<file path="src/include/tdp_pkg.sv">
package tdp_pkg;

  // System clock and flash rates, in hertz and millihertz.
  localparam longint unsigned CLK_HZ = 64'd100000000;
  localparam longint unsigned FAST_FLASH_MHZ = 64'd3760;
  localparam longint unsigned SLOW_FLASH_MHZ = 64'd940;
  localparam longint unsigned SLOW_PER_FAST = FAST_FLASH_MHZ / SLOW_FLASH_MHZ;

  // Counter width and the derived cycle counts.
  localparam int CNT_W = 33;
  typedef logic [CNT_W-1:0] tdp_cnt_t;
  localparam tdp_cnt_t FAST_HALF_CYC =
    tdp_cnt_t'((CLK_HZ * 64'd1000) / (FAST_FLASH_MHZ * 64'd2));
  localparam logic [1:0] SLOW_DIV_LAST = 2'(SLOW_PER_FAST - 64'd1);

  // Power-on time limits in seconds and in cycles.
  localparam longint unsigned CRC_WIN_S = 64'd2;
  localparam longint unsigned SELF_TEST_MAX_S = 64'd60;
  localparam tdp_cnt_t CRC_WIN_CYC = tdp_cnt_t'(CRC_WIN_S * CLK_HZ);
  localparam tdp_cnt_t SELF_TEST_MAX_CYC =
    tdp_cnt_t'(SELF_TEST_MAX_S * CLK_HZ - 64'd1);

  // Servo error pattern: four fast flashes, counted in half periods.
  localparam logic [3:0] SERVO_HALVES = 4'h8;

  // Configuration record and its power-on defaults.
  localparam int BLK_LEN_W = 24;
  typedef struct packed {
    logic densityNative;
    logic bus_parity_check_enable;
    logic even_boundary_disconnect_only;
    logic forbid_disconnect_in_data;
    logic fixedBlock;
    logic [BLK_LEN_W-1:0] blockLen;
  } tdp_cfg_t;
  localparam tdp_cfg_t DEF_CFG = '{
    densityNative: 1'b1,
    bus_parity_check_enable: 1'b1,
    even_boundary_disconnect_only: 1'b0,
    forbid_disconnect_in_data: 1'b0,
    fixedBlock: 1'b1,
    blockLen: 24'h000400
  };

  // Field select bits of a mode-selection update.
  localparam int MS_W = 5;
  localparam int MS_DENSITY = 0;
  localparam int MS_PARITY = 1;
  localparam int MS_EVEN = 2;
  localparam int MS_FORBID = 3;
  localparam int MS_BLOCK = 4;

  typedef enum logic [1:0] {
    UNLD_NORMAL = 2'b00,
    UNLD_FAST = 2'b01,
    UNLD_SUPER = 2'b10
  } tdp_unload_t;
  localparam tdp_unload_t DEF_UNLOAD = UNLD_NORMAL;

  typedef enum logic [1:0] {
    PS_INIT = 2'b00,
    PS_GOFF = 2'b01,
    PS_RUN = 2'b10,
    PS_FAIL = 2'b11
  } tdp_pst_t;

endpackage : tdp_pkg

</file>
<file path="src/include/tdp_flash_if.sv">
`timescale 1ns/1ps
interface tdp_flash_if;
  logic fastPhase;
  logic slowPhase;
  logic fastTick;
  modport gen (output fastPhase, output slowPhase, output fastTick);
  modport user (input fastPhase, input slowPhase, input fastTick);
endinterface : tdp_flash_if

</file>
<file path="src/hw/tdp_flash_gen.sv">
`timescale 1ns/1ps
module tdp_flash_gen #(
  parameter tdp_pkg::tdp_cnt_t HALF_CYC = tdp_pkg::FAST_HALF_CYC
) (
  // Clock and reset.
  input wire logic clk,
  input wire logic rst_b,
  // Flash phases.
  tdp_flash_if.gen fl
);
  import tdp_pkg::*;

  tdp_cnt_t cnt_q;
  logic [1:0] div_q;
  logic fast_q;
  logic slow_q;
  logic tick_q;
  wire logic wrap = (cnt_q == HALF_CYC - tdp_cnt_t'(1));

  // One timebase counter feeds both rates.
  always_ff @(posedge clk or negedge rst_b) begin
    if (!rst_b) begin
      cnt_q <= '0;
      div_q <= 2'h0;
      fast_q <= 1'b0;
      slow_q <= 1'b0;
      tick_q <= 1'b0;
    end else begin
      cnt_q <= wrap ? '0 : cnt_q + tdp_cnt_t'(1);
      tick_q <= wrap;
      if (wrap) begin
        fast_q <= ~fast_q;
        div_q <= (div_q == SLOW_DIV_LAST) ? 2'h0 : div_q + 2'h1;
        if (div_q == SLOW_DIV_LAST) begin
          slow_q <= ~slow_q;
        end
      end
    end
  end

  assign fl.fastPhase = fast_q;
  assign fl.slowPhase = slow_q;
  assign fl.fastTick = tick_q;

endmodule : tdp_flash_gen

</file>
<file path="src/hw/tdp_panel.sv">
// Operation
// - Green lit steady while the drive can accept a tape access command.
// - Amber shows both SCSI bus activity and internal errors.
// - Green flashes slowly, 0.94 Hz, during normal tape motion.
// - Green flashes fast, 3.76 Hz, during high-speed search or rewind.
// - Green steady on when a tape is loaded and the drive is ready.
// - Amber follows SCSI data transfer, on while moving, off otherwise.
// - Power-on self-test ends within 60 seconds, with its own pattern.
// - After a pass with no tape, green goes off before amber, both off.
// - Checksum failure shown only in first two seconds; faults any time.
// - Saved configuration values load as defaults at every power-on.
// - A later mode selection replaces the matching stored defaults.
// - Bus parity is checked when its enable is set, enabled by default.
// - Even-boundary setting limits disconnects to even byte counts.
// - No-disconnect setting forbids disconnects during data phases.
// - Block setting picks fixed or variable blocks, default fixed 400h.
// - Density setting picks native or older format, native by default.
// - Writes and erases are refused on a write-protected cartridge.
// - Firmware image picks normal, fast or super fast unload behaviour.
`timescale 1ns/1ps
module tdp_panel #(
  parameter tdp_pkg::tdp_cnt_t FLASH_HALF_CYC = tdp_pkg::FAST_HALF_CYC,
  parameter tdp_pkg::tdp_cnt_t CRC_WIN_CYC = tdp_pkg::CRC_WIN_CYC,
  parameter tdp_pkg::tdp_cnt_t SELF_TEST_MAX_CYC = tdp_pkg::SELF_TEST_MAX_CYC
) (
  // Clock and reset.
  input wire logic clk,
  input wire logic rst_b,
  // Front-panel pins.
  input wire logic unloadBtnPin,
  input wire logic writeProtectPin,
  output logic greenLed,
  output logic amberLed,
  // Drive status from the controller.
  input wire logic selfTestBusy,
  input wire logic selfTestPass,
  input wire logic selfTestFail,
  input wire logic tapeLoaded,
  input wire logic driveReady,
  input wire logic tapeMoving,
  input wire logic highSpeedMotion,
  input wire logic scsiDataXfer,
  // Error reports.
  input wire logic servoErr,
  input wire logic unrecovFault,
  input wire logic crcFail,
  input wire logic unloadBtnFail,
  // Stored configuration from the firmware image.
  input wire logic storedCfgSaved,
  input wire tdp_pkg::tdp_cfg_t storedCfg,
  input wire tdp_pkg::tdp_unload_t storedUnloadMode,
  // Mode-selection update.
  input wire logic modeSelStrobe,
  input wire logic [tdp_pkg::MS_W-1:0] modeSelMask,
  input wire tdp_pkg::tdp_cfg_t modeSelCfg,
  // Bus and transfer checks.
  input wire logic busParityErr,
  input wire logic discWanted,
  input wire logic dataPhase,
  input wire logic byteCountOdd,
  input wire logic writeReq,
  input wire logic eraseReq,
  // Results.
  output tdp_pkg::tdp_cfg_t activeCfg,
  output tdp_pkg::tdp_unload_t unloadMode,
  output logic parityErrDetected,
  output logic discAllowed,
  output logic writeAccept,
  output logic writeRefuse,
  output logic unloadReq,
  output logic driveResetReq,
  output logic crcFailShown,
  output logic selfTestFailed
);
  import tdp_pkg::*;

  tdp_flash_if fl ();

  tdp_flash_gen #(
    .HALF_CYC(FLASH_HALF_CYC)
  ) u_flash (
    .clk(clk),
    .rst_b(rst_b),
    .fl(fl)
  );

  function automatic tdp_cfg_t mergeCfg(input tdp_cfg_t base,
                                        input tdp_cfg_t upd,
                                        input logic [MS_W-1:0] sel);
    tdp_cfg_t r;
    r = base;
    if (sel[MS_DENSITY]) begin
      r.densityNative = upd.densityNative;
    end
    if (sel[MS_PARITY]) begin
      r.bus_parity_check_enable = upd.bus_parity_check_enable;
    end
    if (sel[MS_EVEN]) begin
      r.even_boundary_disconnect_only = upd.even_boundary_disconnect_only;
    end
    if (sel[MS_FORBID]) begin
      r.forbid_disconnect_in_data = upd.forbid_disconnect_in_data;
    end
    if (sel[MS_BLOCK]) begin
      r.fixedBlock = upd.fixedBlock;
      r.blockLen = upd.blockLen;
    end
    return r;
  endfunction : mergeCfg

  // Pin synchronisers.
  logic btnMeta_q;
  logic btnSync_q;
  logic btnPrev_q;
  logic wpMeta_q;
  logic wpSync_q;

  always_ff @(posedge clk or negedge rst_b) begin
    if (!rst_b) begin
      btnMeta_q <= 1'b0;
      btnSync_q <= 1'b0;
      btnPrev_q <= 1'b0;
      wpMeta_q <= 1'b1;
      wpSync_q <= 1'b1;
    end else begin
      btnMeta_q <= unloadBtnPin;
      btnSync_q <= btnMeta_q;
      btnPrev_q <= btnSync_q;
      wpMeta_q <= writeProtectPin;
      wpSync_q <= wpMeta_q;
    end
  end

  wire logic btnPress = btnSync_q & ~btnPrev_q;

  // Configuration capture after reset release and mode-selection updates.
  logic cfgLoaded_q;
  tdp_cfg_t cfg_q;
  tdp_unload_t unld_q;
  wire tdp_cfg_t powerOnCfg = storedCfgSaved ? storedCfg : DEF_CFG;

  always_ff @(posedge clk or negedge rst_b) begin
    if (!rst_b) begin
      cfgLoaded_q <= 1'b0;
      cfg_q <= DEF_CFG;
      unld_q <= DEF_UNLOAD;
    end else if (!cfgLoaded_q) begin
      cfgLoaded_q <= 1'b1;
      cfg_q <= powerOnCfg;
      unld_q <= storedUnloadMode;
    end else if (modeSelStrobe) begin
      cfg_q <= mergeCfg(cfg_q, modeSelCfg, modeSelMask);
    end
  end

  // Power-on timers for self-test and the checksum window.
  tdp_cnt_t upCnt_q;
  wire logic inCrcWin = (upCnt_q < CRC_WIN_CYC);
  wire logic testTimeout = (upCnt_q >= SELF_TEST_MAX_CYC);

  always_ff @(posedge clk or negedge rst_b) begin
    if (!rst_b) begin
      upCnt_q <= '0;
    end else if (!(testTimeout && !inCrcWin)) begin
      upCnt_q <= upCnt_q + tdp_cnt_t'(1);
    end
  end

  // Panel sequence.
  tdp_pst_t pst_q;
  tdp_pst_t pst_d;

  always_comb begin
    pst_d = pst_q;
    case (pst_q)
      PS_INIT: begin
        if (selfTestFail || (selfTestBusy && testTimeout)) begin
          pst_d = PS_FAIL;
        end else if (selfTestPass) begin
          pst_d = PS_GOFF;
        end
      end
      PS_GOFF: begin
        if (fl.fastTick) begin
          pst_d = PS_RUN;
        end
      end
      PS_RUN: pst_d = PS_RUN;
      PS_FAIL: pst_d = PS_FAIL;
      default: pst_d = PS_INIT;
    endcase
  end

  always_ff @(posedge clk or negedge rst_b) begin
    if (!rst_b) begin
      pst_q <= PS_INIT;
    end else begin
      pst_q <= pst_d;
    end
  end

  // Error latches; a new event wins over a clearing press.
  logic servo_q;
  logic fault_q;
  logic crc_q;
  logic btnFail_q;
  logic [3:0] servoHalf_q;
  wire logic errShown = servo_q | fault_q;
  wire logic resetPress = btnPress & errShown;
  wire logic crcSet = crcFail & inCrcWin;

  always_ff @(posedge clk or negedge rst_b) begin
    if (!rst_b) begin
      servo_q <= 1'b0;
      fault_q <= 1'b0;
      crc_q <= 1'b0;
      btnFail_q <= 1'b0;
      servoHalf_q <= 4'h0;
    end else begin
      servo_q <= servoErr | (servo_q & ~resetPress);
      fault_q <= unrecovFault | (fault_q & ~resetPress);
      crc_q <= crc_q | crcSet;
      btnFail_q <= btnFail_q | unloadBtnFail;
      if (servoErr && !servo_q) begin
        servoHalf_q <= 4'h0;
      end else if (servo_q && fl.fastTick && servoHalf_q != SERVO_HALVES) begin
        servoHalf_q <= servoHalf_q + 4'h1;
      end
    end
  end

  // Status pattern for green.
  wire logic canAccept = tapeLoaded & driveReady;
  wire logic motionFast = tapeMoving & highSpeedMotion;
  wire logic motionSlow = tapeMoving & ~highSpeedMotion;
  wire logic greenRun = motionFast ? fl.fastPhase :
                        motionSlow ? fl.slowPhase : canAccept;
  wire logic servoGreen = (servoHalf_q != SERVO_HALVES) & fl.fastPhase;

  logic greenD;
  logic amberD;

  always_comb begin
    greenD = 1'b0;
    amberD = 1'b0;
    if (pst_q == PS_FAIL) begin
      amberD = fl.fastPhase;
    end else if (btnFail_q) begin
      amberD = fl.fastPhase;
      greenD = greenRun;
    end else if (crc_q || fault_q) begin
      amberD = fl.slowPhase;
    end else if (servo_q) begin
      greenD = servoGreen;
      amberD = scsiDataXfer;
    end else begin
      case (pst_q)
        PS_INIT: begin
          greenD = 1'b1;
          amberD = 1'b1;
        end
        PS_GOFF: amberD = 1'b1;
        PS_RUN: begin
          greenD = greenRun;
          amberD = scsiDataXfer;
        end
        default: amberD = 1'b0;
      endcase
    end
  end

  // Bus checks and write protection.
  // Parity when enabled.
  wire logic parityHit = busParityErr & cfg_q.bus_parity_check_enable;
  wire logic evenBlock = cfg_q.even_boundary_disconnect_only & byteCountOdd;
  wire logic dataBlock = cfg_q.forbid_disconnect_in_data & dataPhase;
  wire logic discOk = discWanted & ~evenBlock & ~dataBlock;
  wire logic wrReq = writeReq | eraseReq;

  logic green_q;
  logic amber_q;
  logic parity_q;
  logic disc_q;
  logic wrAcc_q;
  logic wrRef_q;
  logic unldReq_q;
  logic rstReq_q;
  logic failed_q;

  always_ff @(posedge clk or negedge rst_b) begin
    if (!rst_b) begin
      green_q <= 1'b0;
      amber_q <= 1'b0;
      parity_q <= 1'b0;
      disc_q <= 1'b0;
      wrAcc_q <= 1'b0;
      wrRef_q <= 1'b0;
      unldReq_q <= 1'b0;
      rstReq_q <= 1'b0;
      failed_q <= 1'b0;
    end else begin
      green_q <= greenD;
      amber_q <= amberD;
      parity_q <= parityHit;
      disc_q <= discOk;
      wrAcc_q <= wrReq & ~wpSync_q;
      wrRef_q <= wrReq & wpSync_q;
      unldReq_q <= btnPress & ~errShown;
      rstReq_q <= resetPress;
      failed_q <= (pst_d == PS_FAIL);
    end
  end

  assign greenLed = green_q;
  assign amberLed = amber_q;
  assign activeCfg = cfg_q;
  assign unloadMode = unld_q;
  assign parityErrDetected = parity_q;
  assign discAllowed = disc_q;
  assign writeAccept = wrAcc_q;
  assign writeRefuse = wrRef_q;
  assign unloadReq = unldReq_q;
  assign driveResetReq = rstReq_q;
  assign crcFailShown = crc_q;
  assign selfTestFailed = failed_q;

endmodule : tdp_panel

</file>
<file path="config.mk">
export PLATFORM = sky130hd
export DESIGN_NAME = tdp_panel
export DESIGN_NICKNAME = d
export VERILOG_FILES = /design/src/include/tdp_pkg.sv /design/src/include/tdp_flash_if.sv /design/src/hw/tdp_flash_gen.sv /design/src/hw/tdp_panel.sv
export SDC_FILE = /design/constraint.sdc
export NUM_CORES = 1
export LEC_CHECK = 0
export ABC_AREA = 1
export BUFFER_PORTS_ARGS = -buffer_cell sky130_fd_sc_hd__buf_2
export CAP_MARGIN = 0
export CORE_ASPECT_RATIO = 1.75
export CORE_MARGIN = 4
export CORE_UTILIZATION = 30
export DETAILED_ROUTE_END_ITERATION = 8
export GPL_TIMING_DRIVEN = 0
export PLACE_DENSITY = 0.52
export SLEW_MARGIN = 20
export SYNTH_ARGS = -nofsm -noshare
export SYNTH_HDL_FRONTEND = slang
export SYNTH_SLANG_ARGS = --single-unit
export TNS_END_PERCENT = 30
</file>
<file path="constraint.sdc">
create_clock -name clk -period 3.1 [get_ports clk]
set_input_delay 0.62 -clock clk [delete_from_list [all_inputs] [get_ports clk]]
set_output_delay 0.62 -clock clk [all_outputs]
set_load 0.02 [all_outputs]
</file>
Word-level counts from Yosys, hierarchy flattened
Cells that the tools add are included.
{"block": "word_totals", "ff_bits": 127, "inputBits": 89, "out_inout_bits": 41, "wordCells": 131}
{"block": "op_classes", "add_sub_neg": 4, "n_lt_le_gt_ge": 2, "n_eq_ne": 13, "mux": 28, "bitwise_logic": 32, "reduce_logical": 18}
{"cell": "two-way mux 29 bit", "n": 3}
{"cell": "adder 33 x 1 -> 33 bit (second input constant)", "n": 2}
{"cell": "equality test 33 x 24 -> 1 bit (second input constant)", "n": 1}
{"cell": "greater-or-equal comparator 33 bit (second input constant)", "n": 1}
{"cell": "< comparator 33 x 28 -> 1 bit (second input constant)", "n": 1}
{"cell": "two-way mux 33 bit", "n": 1}
{"cell": "two-way mux 25 bit", "n": 1}
{"cell": "AND 1 bit", "n": 17}
{"cell": "two-way mux 1 bit", "n": 14}
{"cell": "inequality test 2 bit (second input constant)", "n": 6}
{"cell": "AND reduction 2 bit", "n": 6}
{"cell": "NOT 1 bit", "n": 9}
{"cell": "equality test 2 bit (second input constant)", "n": 4}
{"cell": "two-way mux 2 bit", "n": 4}
{"cell": "two-way mux 4 bit", "n": 2}
{"cell": "one-hot mux 2 bit (4 select lines)", "n": 1}
{"cell": "bitwise OR 1 bit", "n": 6}
{"cell": "logical AND 1 bit", "n": 5}
{"cell": "adder 4 x 1 -> 4 bit (second input constant)", "n": 1}
{"cell": "inequality test 4 bit (second input constant)", "n": 1}
{"cell": "one-hot mux 1 bit (2 select lines)", "n": 2}
{"cell": "adder 2 x 1 -> 2 bit (second input constant)", "n": 1}
{"cell": "equality test 2 x 1 -> 1 bit (second input constant)", "n": 1}
{"cell": "zero test 1 bit", "n": 2}
{"cell": "4 further kinds", "n": 5}

Longest topological paths before layout
Gate-level depths: netlist (run 1).
{"block": "logic_depth", "depth_word": 9, "ltp_mapped": 14, "depth_no_buf": 14}

Hierarchy
A second synthesis (run 1) with hierarchy kept.
{"block": "hier_totals", "cells_unflattened": 873, "hier_area_um2": 6774.0}
{"mod": "tdp_panel", "n_inst": 1, "cells_each": 557, "area_per_inst_um2": 4526.8, "seq_area_each_um2": 2234.6}
{"mod": "tdp_flash_gen", "n_inst": 1, "cells_each": 316, "area_per_inst_um2": 2247.2, "seq_area_each_um2": 950.9}

Least setup slack after synthesis (run 1)
OpenSTA, ideal clock, no wires.
{"block": "synth_timing", "path_kind": "register to register", "start": "register u_flash.cnt_q[0]", "end": "register u_flash.div_q[0]", "setup_time_ns": 0.119, "t_arrival_ns": 1.572, "required_time_ns": 2.981, "setup_slack_ns": 1.409, "path_stages_with_launch": 11, "path_buffers": 1, "period_less_slack_ns": 1.691, "cell_sequence": "dfrtp_1 > ha_1 > nand3_1 > nor2_1 > inv_1 > nor3_1 > nand3_2 > inv_2 > buf_6 > o21ai_0 > o21a_1"}
{"block": "synth_between", "elab_chain_cells": 1}
{"element": "start, declared", "line": "tdp_flash_gen.sv:13", "rtl": "tdp_cnt_t cnt_q;"}
{"element": "start signal, assigned", "line": "tdp_flash_gen.sv:29", "rtl": "cnt_q <= wrap ? '0 : cnt_q + tdp_cnt_t'(1);"}
{"element": "equality test 33 x 24 -> 1 bit", "line": "tdp_flash_gen.sv:18", "rtl": "wire logic wrap = (cnt_q == HALF_CYC - tdp_cnt_t'(1));"}
{"element": "end signal, assigned", "line": "tdp_flash_gen.sv:33", "rtl": "div_q <= (div_q == SLOW_DIV_LAST) ? 2'h0 : div_q + 2'h1;"}
{"element": "end, declared", "line": "tdp_flash_gen.sv:14", "rtl": "logic [1:0] div_q;"}
Every way passes these cells.
A chain may end at the register's enable or synchronous reset.

Final worst setup path (run 1)
Ends and elaborated chain as after synthesis.

==> run summary, run 1 <==
LAYOUT
--------------------------------------------------------------------------------------------------
Non-filler instance count after layout                                                        1187
Diode count                                                                                      0
Fillers                                                                                       2149
# nets final                                                                                  1016
Share of post-route cells with drive strength above 1                                        0.225
Post-layout utilization of the core                                                          0.382
Area overhead of the layout relative to synthesis                                            24.3%

YOSYS
--------------------------------------------------------------------------------------------------
Dominant combinational cell family by area after synthesis                            simple AND/OR/NAND/NOR gates
Number of unique standard cell types used by synthesis                                          45
Ys async rst share                                                                            1.00
Multiplexer share of the synthesized area                                                        0
Most frequent cells after synthesis                                                   nand2_1, dfrtp_1, nor2_1
Area share of the largest cell type after synthesis                                          0.468
Synthesized netlist cell count                                                                 774
Share of the synthesized netlist area taken by xor and xnor gates                           0.0691
Number of register bits inferred by synthesis                                                  127
Combined area of all synthesized cells                                                 0.00647 mm2
Most used flip-flop cell after synthesis                                                   dfrtp_1
Top area cells in the synthesized netlist                                             dfrtp_1, nand2_1, nor2_1
Fraction of the mapped netlist area in compound gates                                       0.0768
Number of flops mapped to enable cells by yosys                                                  0
Yosys top cell by area                                                                     dfrtp_1
Mean instance size in the synthesized netlist                                             8.36 um2
Simple-gate share of the synthesized area                                                    0.281
Fraction of the mapped netlist area in adder cells                                         0.00967
Post-synthesis sequential area ratio                                                         0.493
Cell with the most instances after synthesis                                               nand2_1
Number of warnings issued by yosys                                                               0
Mapped Nets                                                                                    868

TIMING
--------------------------------------------------------------------------------------------------
Sum of negative setup slack                                                                   0 ns
Period utilisation layout                                                                    0.671
Final Critical Period                                                                      2.08 ns
Unrepaired setup endpoints after global routing                                              false
Max-Slew Margin vs Limit                                                                     0.631
Worst Hold Slack                                                                          0.116 ns
Number of hold violations in the final report                                                    0
FMAX                                                                                     0.481 GHz
Final worst-path setup slack                                                               1.02 ns
Slew at the pin with the worst max-slew slack                                             0.540 ns
Final Skew                                                                               0.0118 ns
Fin. max-slew vios                                                                               0
Final-report setup violation count                                                               0

CLOCK NETWORK
--------------------------------------------------------------------------------------------------
Source-to-sink clock delay at the later pin of the worst-skew pair                         0.42 ns
Setup Buffers After CTS                                                                          0
Clock sinks                                                                                    127
Root Driver                                                                              clkbuf_16
Number of buffers created by CTS                                                                17
Gates resized, CTS repair                                                                        0
Number of buffers on the longest clock path                                                      2
Htree depth                                                                                      4
Clock transition time at the flip-flop clock pins of the worst setup and hold paths        0.06 ns
Quantity of hold-fixing buffers added after cts                                                  0
Clock tree from TritonCTS                                                                     done

SETUP PATH
--------------------------------------------------------------------------------------------------
Critical path arrival                                                                      2.39 ns
Critical path capture point type                                                          register
Critical path fanouts, max                                                                      10
Top Family by Delay on Critical Path                                                  simple AND/OR/NAND/NOR gates
Data required time at the worst endpoint                                                   3.41 ns
Critical Path Start Type                                                                  register
Critical path cell sequence                                                           ha_1 > nand3_1 > nor2_1 > inv_1 > nor3_1 > nand3_2 > inv_2 > buf_6 > o21ai_0 > o21a_1
Max incr delay on CP                                                                       0.40 ns
Cell with the largest stage delay on the worst path                                        dfrtp_1
Worst path bufs/invs                                                                             3
Setup CP Type                                                                         register to register

PLACEMENT
--------------------------------------------------------------------------------------------------
Placement-stage worst setup slack                                                         0.756 ns
Half-perimeter wire length after detailed placement                                        13.8 mm
Number of input and output port buffers inserted                                               128
Count of placed standard cells including taps                                                 1155
Gp weighted congestion                                                                       0.855

PWR
--------------------------------------------------------------------------------------------------
IR Drop Worst-Case VDD                                                                  0.000343 V
Power density over the cells                                                            503 mW/mm2
Lkg Pwr                                                                                    3.92 nW

GRT
--------------------------------------------------------------------------------------------------
Initial antenna violation count                                                                  0
Via count of the first global-routing pass                                                    5733
Maximum number of pins on one net before global-route repair                                    75
Global-route wire length before repair                                                     28.6 mm
Remaining global-route overflow                                                                  0
All-layer global routing usage                                                               0.150

DIE
--------------------------------------------------------------------------------------------------
Boundary Pins                                                                                  130
Starting utilization of the core area                                                        0.308
Row cnt                                                                                         70
Die outline area                                                                        0.0241 mm2
Overall die height                                                                          202 um
Chip width                                                                                  119 um
Core Area                                                                               0.0210 mm2

DRT
--------------------------------------------------------------------------------------------------
Vias per inst                                                                                 4.70
Routed WL per cell                                                                         14.8 um
Post-detailed-route count of antenna-violating nets                                              0
DRT iter0 DRCs                                                                                 203
Number of remaining DRC errors                                                                   0
Total wire length after detailed routing                                                   17.6 mm
Detailed-route via count                                                                      5575
1st-pass router iterations                                                                       4

RUN
--------------------------------------------------------------------------------------------------
Number of max-capacitance violations reported                                                    0

RUN STATUS
--------------------------------------------------------------------------------------------------
Outcome                                                                                  completed

WORST HOLD PATH
--------------------------------------------------------------------------------------------------
Worst hold path type                                                                  input pin to asynchronous set/reset pin

## state kept, by name, indices dropped and copies added, names as in the netlist, 2 cells and up
name / cells
activeCfg: 29
pst_q: 2
servoHalf_q: 4
u_flash.cnt_q: 33
u_flash.div_q: 2
unloadMode: 2
upCnt_q: 33
## cell families (layout without fill, tap and decap cells)
| family | after synthesis | count (layout) |
|---|---|---|
| compound gates | 91 | 91 |
| simple gates | 385 | 385 |
| other cells | 1 | 1 |
| flops | 127 | 127 |
| buf+inv | 114 | 275 |
| xor+xnor | 51 | 51 |
| fa+ha+maj | 5 | 5 |
## power by group
part	leakage [nW]	switching, mW	internal, mW
Combinational	2.01	0.208	0.113
Clock	0.274	0.750	1.23
Sequential	1.64	0.0268	1.72
Total	3.92	0.985	3.06
## per-layer routing
| layer | global-route usage | part of all wire |
|---|---|---|
| met1 | 0.142 | 0.36 |
| met2 | 0.292 | 0.56 |
| met3 | 0.0364 | 0.050 |
| met4 | 0.0767 | 0.034 |
| met5 | 0 | 0 |
## layout by cell type (no fill, tap or decap), types with 2 or more instances in the layout
cell,instances
a21oi_1,35
a41oi_1,2
buf_2,128
buf_6,3
bufinv_16,2
clkbuf_1,17
clkbuf_16,17
clkbuf_8,2
clkinv_2,2
clkinvlp_4,3
dfrtp_1,121
dfstp_2,6
ha_1,5
inv_1,91
inv_2,5
nand2_1,135
nand2_2,7
nand3_1,61
nand3_2,3
nand4_1,18
nor2_1,97
nor2_2,13
nor2_4,4
nor3_1,23
nor3_2,3
nor3b_1,6
nor4_1,6
nor4_2,2
o21ai_0,41
o221ai_1,3
o31ai_1,2
xnor2_1,14
xor2_1,37
## worst paths after layout
path / endpoint / slack [ns] / cells after the start / from
max: u_flash.div_q[0]$_DFFE_PN0P_ / 1.02 / 10 / u_flash.cnt_q[0]$_DFF_PN0_
min: unloadMode[1]$_DFFE_PN0N_ / 0.12 / 1 / rst_b
max reg2reg: u_flash.div_q[0]$_DFFE_PN0P_ / 1.02 / 10 / u_flash.cnt_q[0]$_DFF_PN0_
min reg2reg: wpSync_q$_DFF_PN1_ / 0.35 / 0 / wpMeta_q$_DFF_PN1_
max in group asynchronous: wpSync_q$_DFF_PN1_ / 2.23 / 2 / rst_b
min in group clk: wpMeta_q$_DFF_PN1_ / 0.30 / 1 / writeProtectPin
## metrics by stage
step	power [mW]	instance area (um2)
after floorplan	1.92	6470
after global placement	2.09	7420
after detailed placement	2.10	7460
after CTS	4.11	8040
after global routing	4.20	8040
final	4.04	8040
## area by class of cell
cell class,instances,area (um2),area share
Buffer,18,91.3,0.0114
Inverter,96,360,0.0448
Clock inverter,9,110,0.0137
Multi-Input combinational cell,533,2830,0.352
Sequential cell,127,3190,0.396
Timing Repair Buffer,129,678,0.0844
Clock buffer,23,468,0.0582
Tap cell,252,315,0.0392
## worst reg2reg max path: stages, from the launching register on
cell and delay, ns:
dfrtp_1 0.40, ha_1 0.21, nand3_1 0.17, nor2_1 0.17, inv_1 0.07, nor3_1 0.17, nand3_2 0.27, inv_2 0.15
buf_6 0.16, o21ai_0 0.10, o21a_1 0.11
Power figures use the tool's default switching activity.
==> inputs of run 2 (changes only) <==
Clock period 3.1 ns to 2 ns, I/O delays scaled along.
==> run 2 against run 1 <==
Net effect:
- combinational power is 55% higher
- clock skew is 0.00059 ns higher
- register-to-register slack worse by 0.95 ns
- worst setup slack worse by 0.95 ns
- worst hold slack worse by 0.040 ns
- first-iteration DRC count is 8.4% lower
- final area is 3.5% higher
- sequential power is 55% higher
- largest cell class unchanged
- highest routed layer unchanged
==> run summary, run 2 (same netlist as run 1, synthesis figures left out) <==
LAYOUT
--------------------------------------------------------------------------------------------------
Diode count                                                                                      0
Post-layout utilization of the core                                                          0.396
Area overhead of the layout relative to synthesis                                            28.6%
# nets final                                                                                  1033
Post-route standard cell area excluding fillers                                        0.00832 mm2
Share of post-route cells with drive strength above 1                                        0.262
Highest-count cells in the layout ignoring fill and taps                              nand2_1, buf_2, dfrtp_1
Fillers                                                                                       2135
Most common cell after layout, fill and taps aside                                         nand2_1

RUN STATUS
--------------------------------------------------------------------------------------------------
Outcome                                                                                  completed

SETUP PATH
--------------------------------------------------------------------------------------------------
Logic depth of the worst register-to-register path                                              11
Data required time at the worst endpoint                                                   2.34 ns
Critical path cell sequence                                                           ha_4 > nand3_4 > inv_4 > nand2_4 > nor2_4 > nand2_4 > nor4_4 > buf_4 > nand2_4 > nor2_4 > xor2_1
Setup slack, reg-to-reg                                                                    0.07 ns
Crit path depth                                                                                 11
Crit-path most repeated cell                                                               nand2_4
Critical path fanouts, max                                                                       4
Top Family by Delay on Critical Path                                                  simple AND/OR/NAND/NOR gates
Critical Path Start Type                                                                  register
Max incr delay on CP                                                                       0.43 ns
Reg-to-reg endpoint                                                                   u_flash.cnt_q[30]$_DFF_PN0_
Worst path bufs/invs                                                                             2
Setup CP Type                                                                         register to register
Startpoint of the most critical register-to-register path                             u_flash.cnt_q[1]$_DFF_PN0_
Critical path capture point type                                                          register
Critical path arrival                                                                      2.27 ns
Cell with the largest stage delay on the worst path                                        dfrtp_1
Destination of the critical timing path                                               u_flash.cnt_q[30]$_DFF_PN0_
Launching instance or port of the critical path                                       u_flash.cnt_q[1]$_DFF_PN0_

GRT
--------------------------------------------------------------------------------------------------
All-layer global routing usage                                                               0.151
Via count of the first global-routing pass                                                    5781
Initial antenna violation count                                                                  0
Global-route wire length before repair                                                     28.8 mm
Remaining global-route overflow                                                                  0
Maximum number of pins on one net before global-route repair                                    75

CLOCK NETWORK
--------------------------------------------------------------------------------------------------
Number of buffers created by CTS                                                                17
Source-to-sink clock delay at the later pin of the worst-skew pair                         0.42 ns
Root Driver                                                                              clkbuf_16
Htree depth                                                                                      4
Number of buffers on the longest clock path                                                      2
Clock transition time at the flip-flop clock pins of the worst setup and hold paths        0.06 ns
Clock sinks                                                                                    127
Clock tree from TritonCTS                                                                     done

DRT
--------------------------------------------------------------------------------------------------
1st-pass router iterations                                                                       4
Number of remaining DRC errors                                                                   0
DRT iter0 DRCs                                                                                 186
Total wire length after detailed routing                                                   18.0 mm
Post-detailed-route count of antenna-violating nets                                              0
Detailed-route via count                                                                      5659
Routed WL per cell                                                                         14.9 um
Vias per inst                                                                                 4.70

PWR
--------------------------------------------------------------------------------------------------
Power density over the cells                                                            754 mW/mm2
IR Drop Worst-Case VDD                                                                  0.000533 V
Lkg Pwr                                                                                    4.08 nW

DIE
--------------------------------------------------------------------------------------------------
Chip width                                                                                  119 um
Core Area                                                                               0.0210 mm2
Die outline area                                                                        0.0241 mm2
Boundary Pins                                                                                  130
Row cnt                                                                                         70
Starting utilization of the core area                                                        0.308
Overall die height                                                                          202 um

TIMING
--------------------------------------------------------------------------------------------------
Sum of negative setup slack                                                                   0 ns
Fin. max-slew vios                                                                               0
Final Critical Period                                                                      1.93 ns
Max-Slew Margin vs Limit                                                                     0.614
FMAX                                                                                     0.519 GHz
Number of hold violations in the final report                                                    0
Final Skew                                                                               0.0124 ns
Final worst-path setup slack                                                             0.0749 ns
Final-report setup violation count                                                               0
Unrepaired setup endpoints after global routing                                               true
Slew at the pin with the worst max-slew slack                                             0.565 ns
Period utilisation layout                                                                    0.963

PLACEMENT
--------------------------------------------------------------------------------------------------
Placement-stage worst setup slack                                                        -0.124 ns
Number of input and output port buffers inserted                                               128
Post-Place Cell Area                                                                   0.00746 mm2
Gp weighted congestion                                                                       0.855
Half-perimeter wire length after detailed placement                                        13.8 mm

RUN
--------------------------------------------------------------------------------------------------
Number of max-capacitance violations reported                                                    0

WORST HOLD PATH
--------------------------------------------------------------------------------------------------
Worst hold path type                                                                  input pin to register

## run 2: cell count changes in the layout (fill, tap and decap cells not counted), sizes merged
cell	before	now
buf	134	150
dlygate4sd3	0	1
## run 2: metal layers
| metal | part of all wire | track usage | vias up |
|---|---|---|---|
| li1 | - | - | 2845 |
| met1 | 0.35 | 0.143 | 2595 |
| met2 | 0.57 | 0.295 | 183 |
| met3 | 0.049 | 0.0361 | 36 |
| met4 | 0.028 | 0.0754 | 0 |
| met5 | 0 | 0 | - |
## run 2: stage by stage
stage	hold WS, ns	cells	total power [mW]
final	0.0756	1204	6.27
after global routing	0.0555	1204	6.51
after CTS	0.0537	1194	6.37
after detailed placement	0.347	1155	3.25
after global placement	0.335	1154	3.24
after floorplan	0.104	774	2.97
## run 2: repair_timing
item / CTS / global route
pin swaps: 5 / 12
setup buffers: 6 / 10
gates resized for setup: 9 / 32
hold buffers: 1 / 0
endpoints found under the hold margin: 50 / 0
setup endpoints to repair: 10 / 29
## run 2: worst register-to-register path: stages (launching register included)
cell     delay [ns]
dfrtp_1        0.43
ha_4           0.18
nand3_4        0.11
inv_4          0.09
nand2_4        0.06
nor2_4         0.15
nand2_4        0.07
nor4_4         0.27
buf_4          0.19
nand2_4        0.07
nor2_4         0.11
xor2_1         0.14
## run 2: worst min path at each step
stage | from | end | slack (ns) | cells past startpoint
2_1_floorplan | rst_b | activeCfg[0]$_DFFE_PN0P_ | 0.10 | 0
6_report | writeProtectPin | wpMeta_q$_DFF_PN1_ | 0.08 | 1
3_5_place_dp | rst_b | unloadMode[0]$_DFFE_PN0N_ | 0.35 | 1
5_1_grt | writeProtectPin | wpMeta_q$_DFF_PN1_ | 0.06 | 1
4_1_cts | writeProtectPin | wpMeta_q$_DFF_PN1_ | 0.05 | 1
3_3_place_gp | btnMeta_q$_DFF_PN0_ | btnSync_q$_DFF_PN0_ | 0.34 | 0
## run 2: report_power, final
| group | internal [mW] | switching (mW) |
|---|---|---|
| Combinational | 0.177 | 0.322 |
| Sequential | 2.66 | 0.0415 |
| Clock | 1.90 | 1.17 |
## run 2: layout make-up
| class | instances | area [um2] | share of cell area |
|---|---|---|---|
| buffer | 18 | 91.3 | 0.0110 |
| clock inverter | 9 | 110 | 0.0132 |
| timing repair buffer | 146 | 808 | 0.0972 |
| sequential | 127 | 3190 | 0.383 |
| inverter | 96 | 363 | 0.0436 |
| clock buffer | 23 | 468 | 0.0562 |
| multi-input combinational | 533 | 2970 | 0.357 |
| tap | 252 | 315 | 0.0379 |
==> inputs of run 3 (changes only) <==
Settings changed: PLACE_DENSITY 0.52 to 0.5.
==> run 3 against run 2 <==
Net effect:
- total power grew 5.9%
- clock-buffer cell count decreased by 3
- combinational power about the same
- largest power group unchanged
- critical path type unchanged
==> run summary, run 3 (same netlist as run 1, synthesis figures left out) <==
DRT
--------------------------------------------------------------------------------------------------
Vias per inst                                                                                 4.73
1st-pass router iterations                                                                       6
Post-detailed-route count of antenna-violating nets                                              0
Total wire length after detailed routing                                                   18.0 mm
DRT iter0 DRCs                                                                                 220
Detailed-route via count                                                                      5712
Number of remaining DRC errors                                                                   0
Routed WL per cell                                                                         14.9 um

LAYOUT
--------------------------------------------------------------------------------------------------
Most common cell after layout, fill and taps aside                                         nand2_1
Diode count                                                                                      0
Share of post-route cells with drive strength above 1                                        0.260
Post-route standard cell area excluding fillers                                        0.00839 mm2
Highest-count cells in the layout ignoring fill and taps                              nand2_1, buf_2, dfrtp_1
Area overhead of the layout relative to synthesis                                            29.7%
# nets final                                                                                  1036

CLOCK NETWORK
--------------------------------------------------------------------------------------------------
Htree depth                                                                                      4
Clock transition time at the flip-flop clock pins of the worst setup and hold paths        0.06 ns
Number of buffers on the longest clock path                                                      2
Clock tree from TritonCTS                                                                     done
Root Driver                                                                              clkbuf_16
Number of buffers created by CTS                                                                17
Clock sinks                                                                                    127
Source-to-sink clock delay at the later pin of the worst-skew pair                         0.42 ns

PLACEMENT
--------------------------------------------------------------------------------------------------
Gp weighted congestion                                                                       0.857
Number of input and output port buffers inserted                                               128
Half-perimeter wire length after detailed placement                                        13.9 mm
Post-Place Cell Area                                                                   0.00746 mm2

TIMING
--------------------------------------------------------------------------------------------------
Final Skew                                                                              0.00788 ns
Max-Slew Margin vs Limit                                                                     0.633
FMAX                                                                                     0.518 GHz
Final-report setup violation count                                                               0
Slew at the pin with the worst max-slew slack                                             0.536 ns
Number of hold violations in the final report                                                    0
Period utilisation layout                                                                    0.966
Fin. max-slew vios                                                                               0
Final Critical Period                                                                      1.93 ns
Unrepaired setup endpoints after global routing                                               true
Sum of negative setup slack                                                                   0 ns

SETUP PATH
--------------------------------------------------------------------------------------------------
Critical path arrival                                                                      2.23 ns
Setup CP Type                                                                         register to register
Critical path capture point type                                                          register
Critical path fanouts, max                                                                       5
Critical Path Start Type                                                                  register
Data required time at the worst endpoint                                                   2.30 ns

DIE
--------------------------------------------------------------------------------------------------
Die outline area                                                                        0.0241 mm2
Overall die height                                                                          202 um
Core Area                                                                               0.0210 mm2
Starting utilization of the core area                                                        0.308
Row cnt                                                                                         70
Chip width                                                                                  119 um
Boundary Pins                                                                                  130

GRT
--------------------------------------------------------------------------------------------------
Remaining global-route overflow                                                                  0
Maximum number of pins on one net before global-route repair                                    94
All-layer global routing usage                                                               0.154
Global-route wire length before repair                                                     29.6 mm
Via count of the first global-routing pass                                                    5910
Initial antenna violation count                                                                  0

PWR
--------------------------------------------------------------------------------------------------
IR Drop Worst-Case VDD                                                                  0.000478 V
Power density over the cells                                                            791 mW/mm2
Lkg Pwr                                                                                    4.12 nW

RUN STATUS
--------------------------------------------------------------------------------------------------
Outcome                                                                                  completed

WORST HOLD PATH
--------------------------------------------------------------------------------------------------
Worst hold path type                                                                  input pin to register

RUN
--------------------------------------------------------------------------------------------------
Number of max-capacitance violations reported                                                    0

==> run 3: changes by cell type in the layout (fill, tap and decap cells not counted), sizes merged <==
cell,change
buf,+3
bufinv,+3
clkbuf,-3
inv,+3
clkinv,-2
clkinvlp,-1
==> run 3: final timing paths <==
kind | slack [ns] | cells past startpoint | from | endpoint
min | 0.08 | 1 | writeProtectPin | wpMeta_q$_DFF_PN1_
max | 0.07 | 11 | u_flash.cnt_q[0]$_DFF_PN0_ | u_flash.cnt_q[27]$_DFF_PN0_
min reg2reg | 0.35 | 0 | btnMeta_q$_DFF_PN0_ | btnSync_q$_DFF_PN0_
max in group asynchronous | 0.77 | 3 | rst_b | wpMeta_q$_DFF_PN1_
min in group asynchronous | 0.44 | 2 | rst_b | unloadMode[1]$_DFFE_PN0N_
max reg2reg | 0.07 | 11 | u_flash.cnt_q[0]$_DFF_PN0_ | u_flash.cnt_q[27]$_DFF_PN0_
==> run 3: routing by layer <==
layer  up-vias  track usage  wire, um
met1      2660        0.151      6620
met4         0       0.0642       527
met5         -            0         0
met3        34       0.0381       891
li1       2854            -         -
met2       164        0.300      9970
==> run 3: layout make-up <==
type                    instances  area (um2)
fillers                      2170       12600
flip-flops and latches        127        3190
multi-input cells             533        2960
repair buffers                149         831
clock buffers                  20         447
inverters                      96         360
well taps                     252         315
clock inverters                12         205
plain buffers                  18        91.3
==> run 3: repair_timing <==
action | in CTS | in global routing
endpoints found under the setup margin | 11 | 25
buffers inserted | 10 | 9
hold endpoints to repair | 34 | 0
gates resized for setup | 8 | 21
hold buffers | 1 | 0
pin swaps | 8 | 10
==> run 3: worst max-delay path, stage by stage (launching register included) <==
cell,delay (ns)
dfrtp_1,0.41
buf_4,0.14
nand3_1,0.10
nor2_2,0.14
nand2_2,0.09
nor2_4,0.16
nand2_1,0.11
nor2_4,0.17
nand4_4,0.15
nor2_2,0.14
nand2_1,0.07
xor2_1,0.15
==> run 3: per-stage QoR <==
step	setup slack (ns)	hold slack (ns)	power [mW]	std cells	util
floorplan	0.309	0.104	2.97	774	-
global placement	-1.30	0.333	3.24	1154	0.353
detailed placement	-0.120	0.286	3.25	1155	0.355
CTS	-0.0107	0.0581	6.75	1198	0.392
global route	-0.0729	0.0559	6.93	1207	0.399
finish	0.0680	0.0766	6.64	1207	0.399
==> run 3: where the power goes <==
part	leakage [nW]	internal [mW]	switching [mW]	total, mW
sequential	1.64	2.66	0.0402	2.70
combinational	2.17	0.177	0.322	0.498
clock	0.312	2.26	1.18	3.44
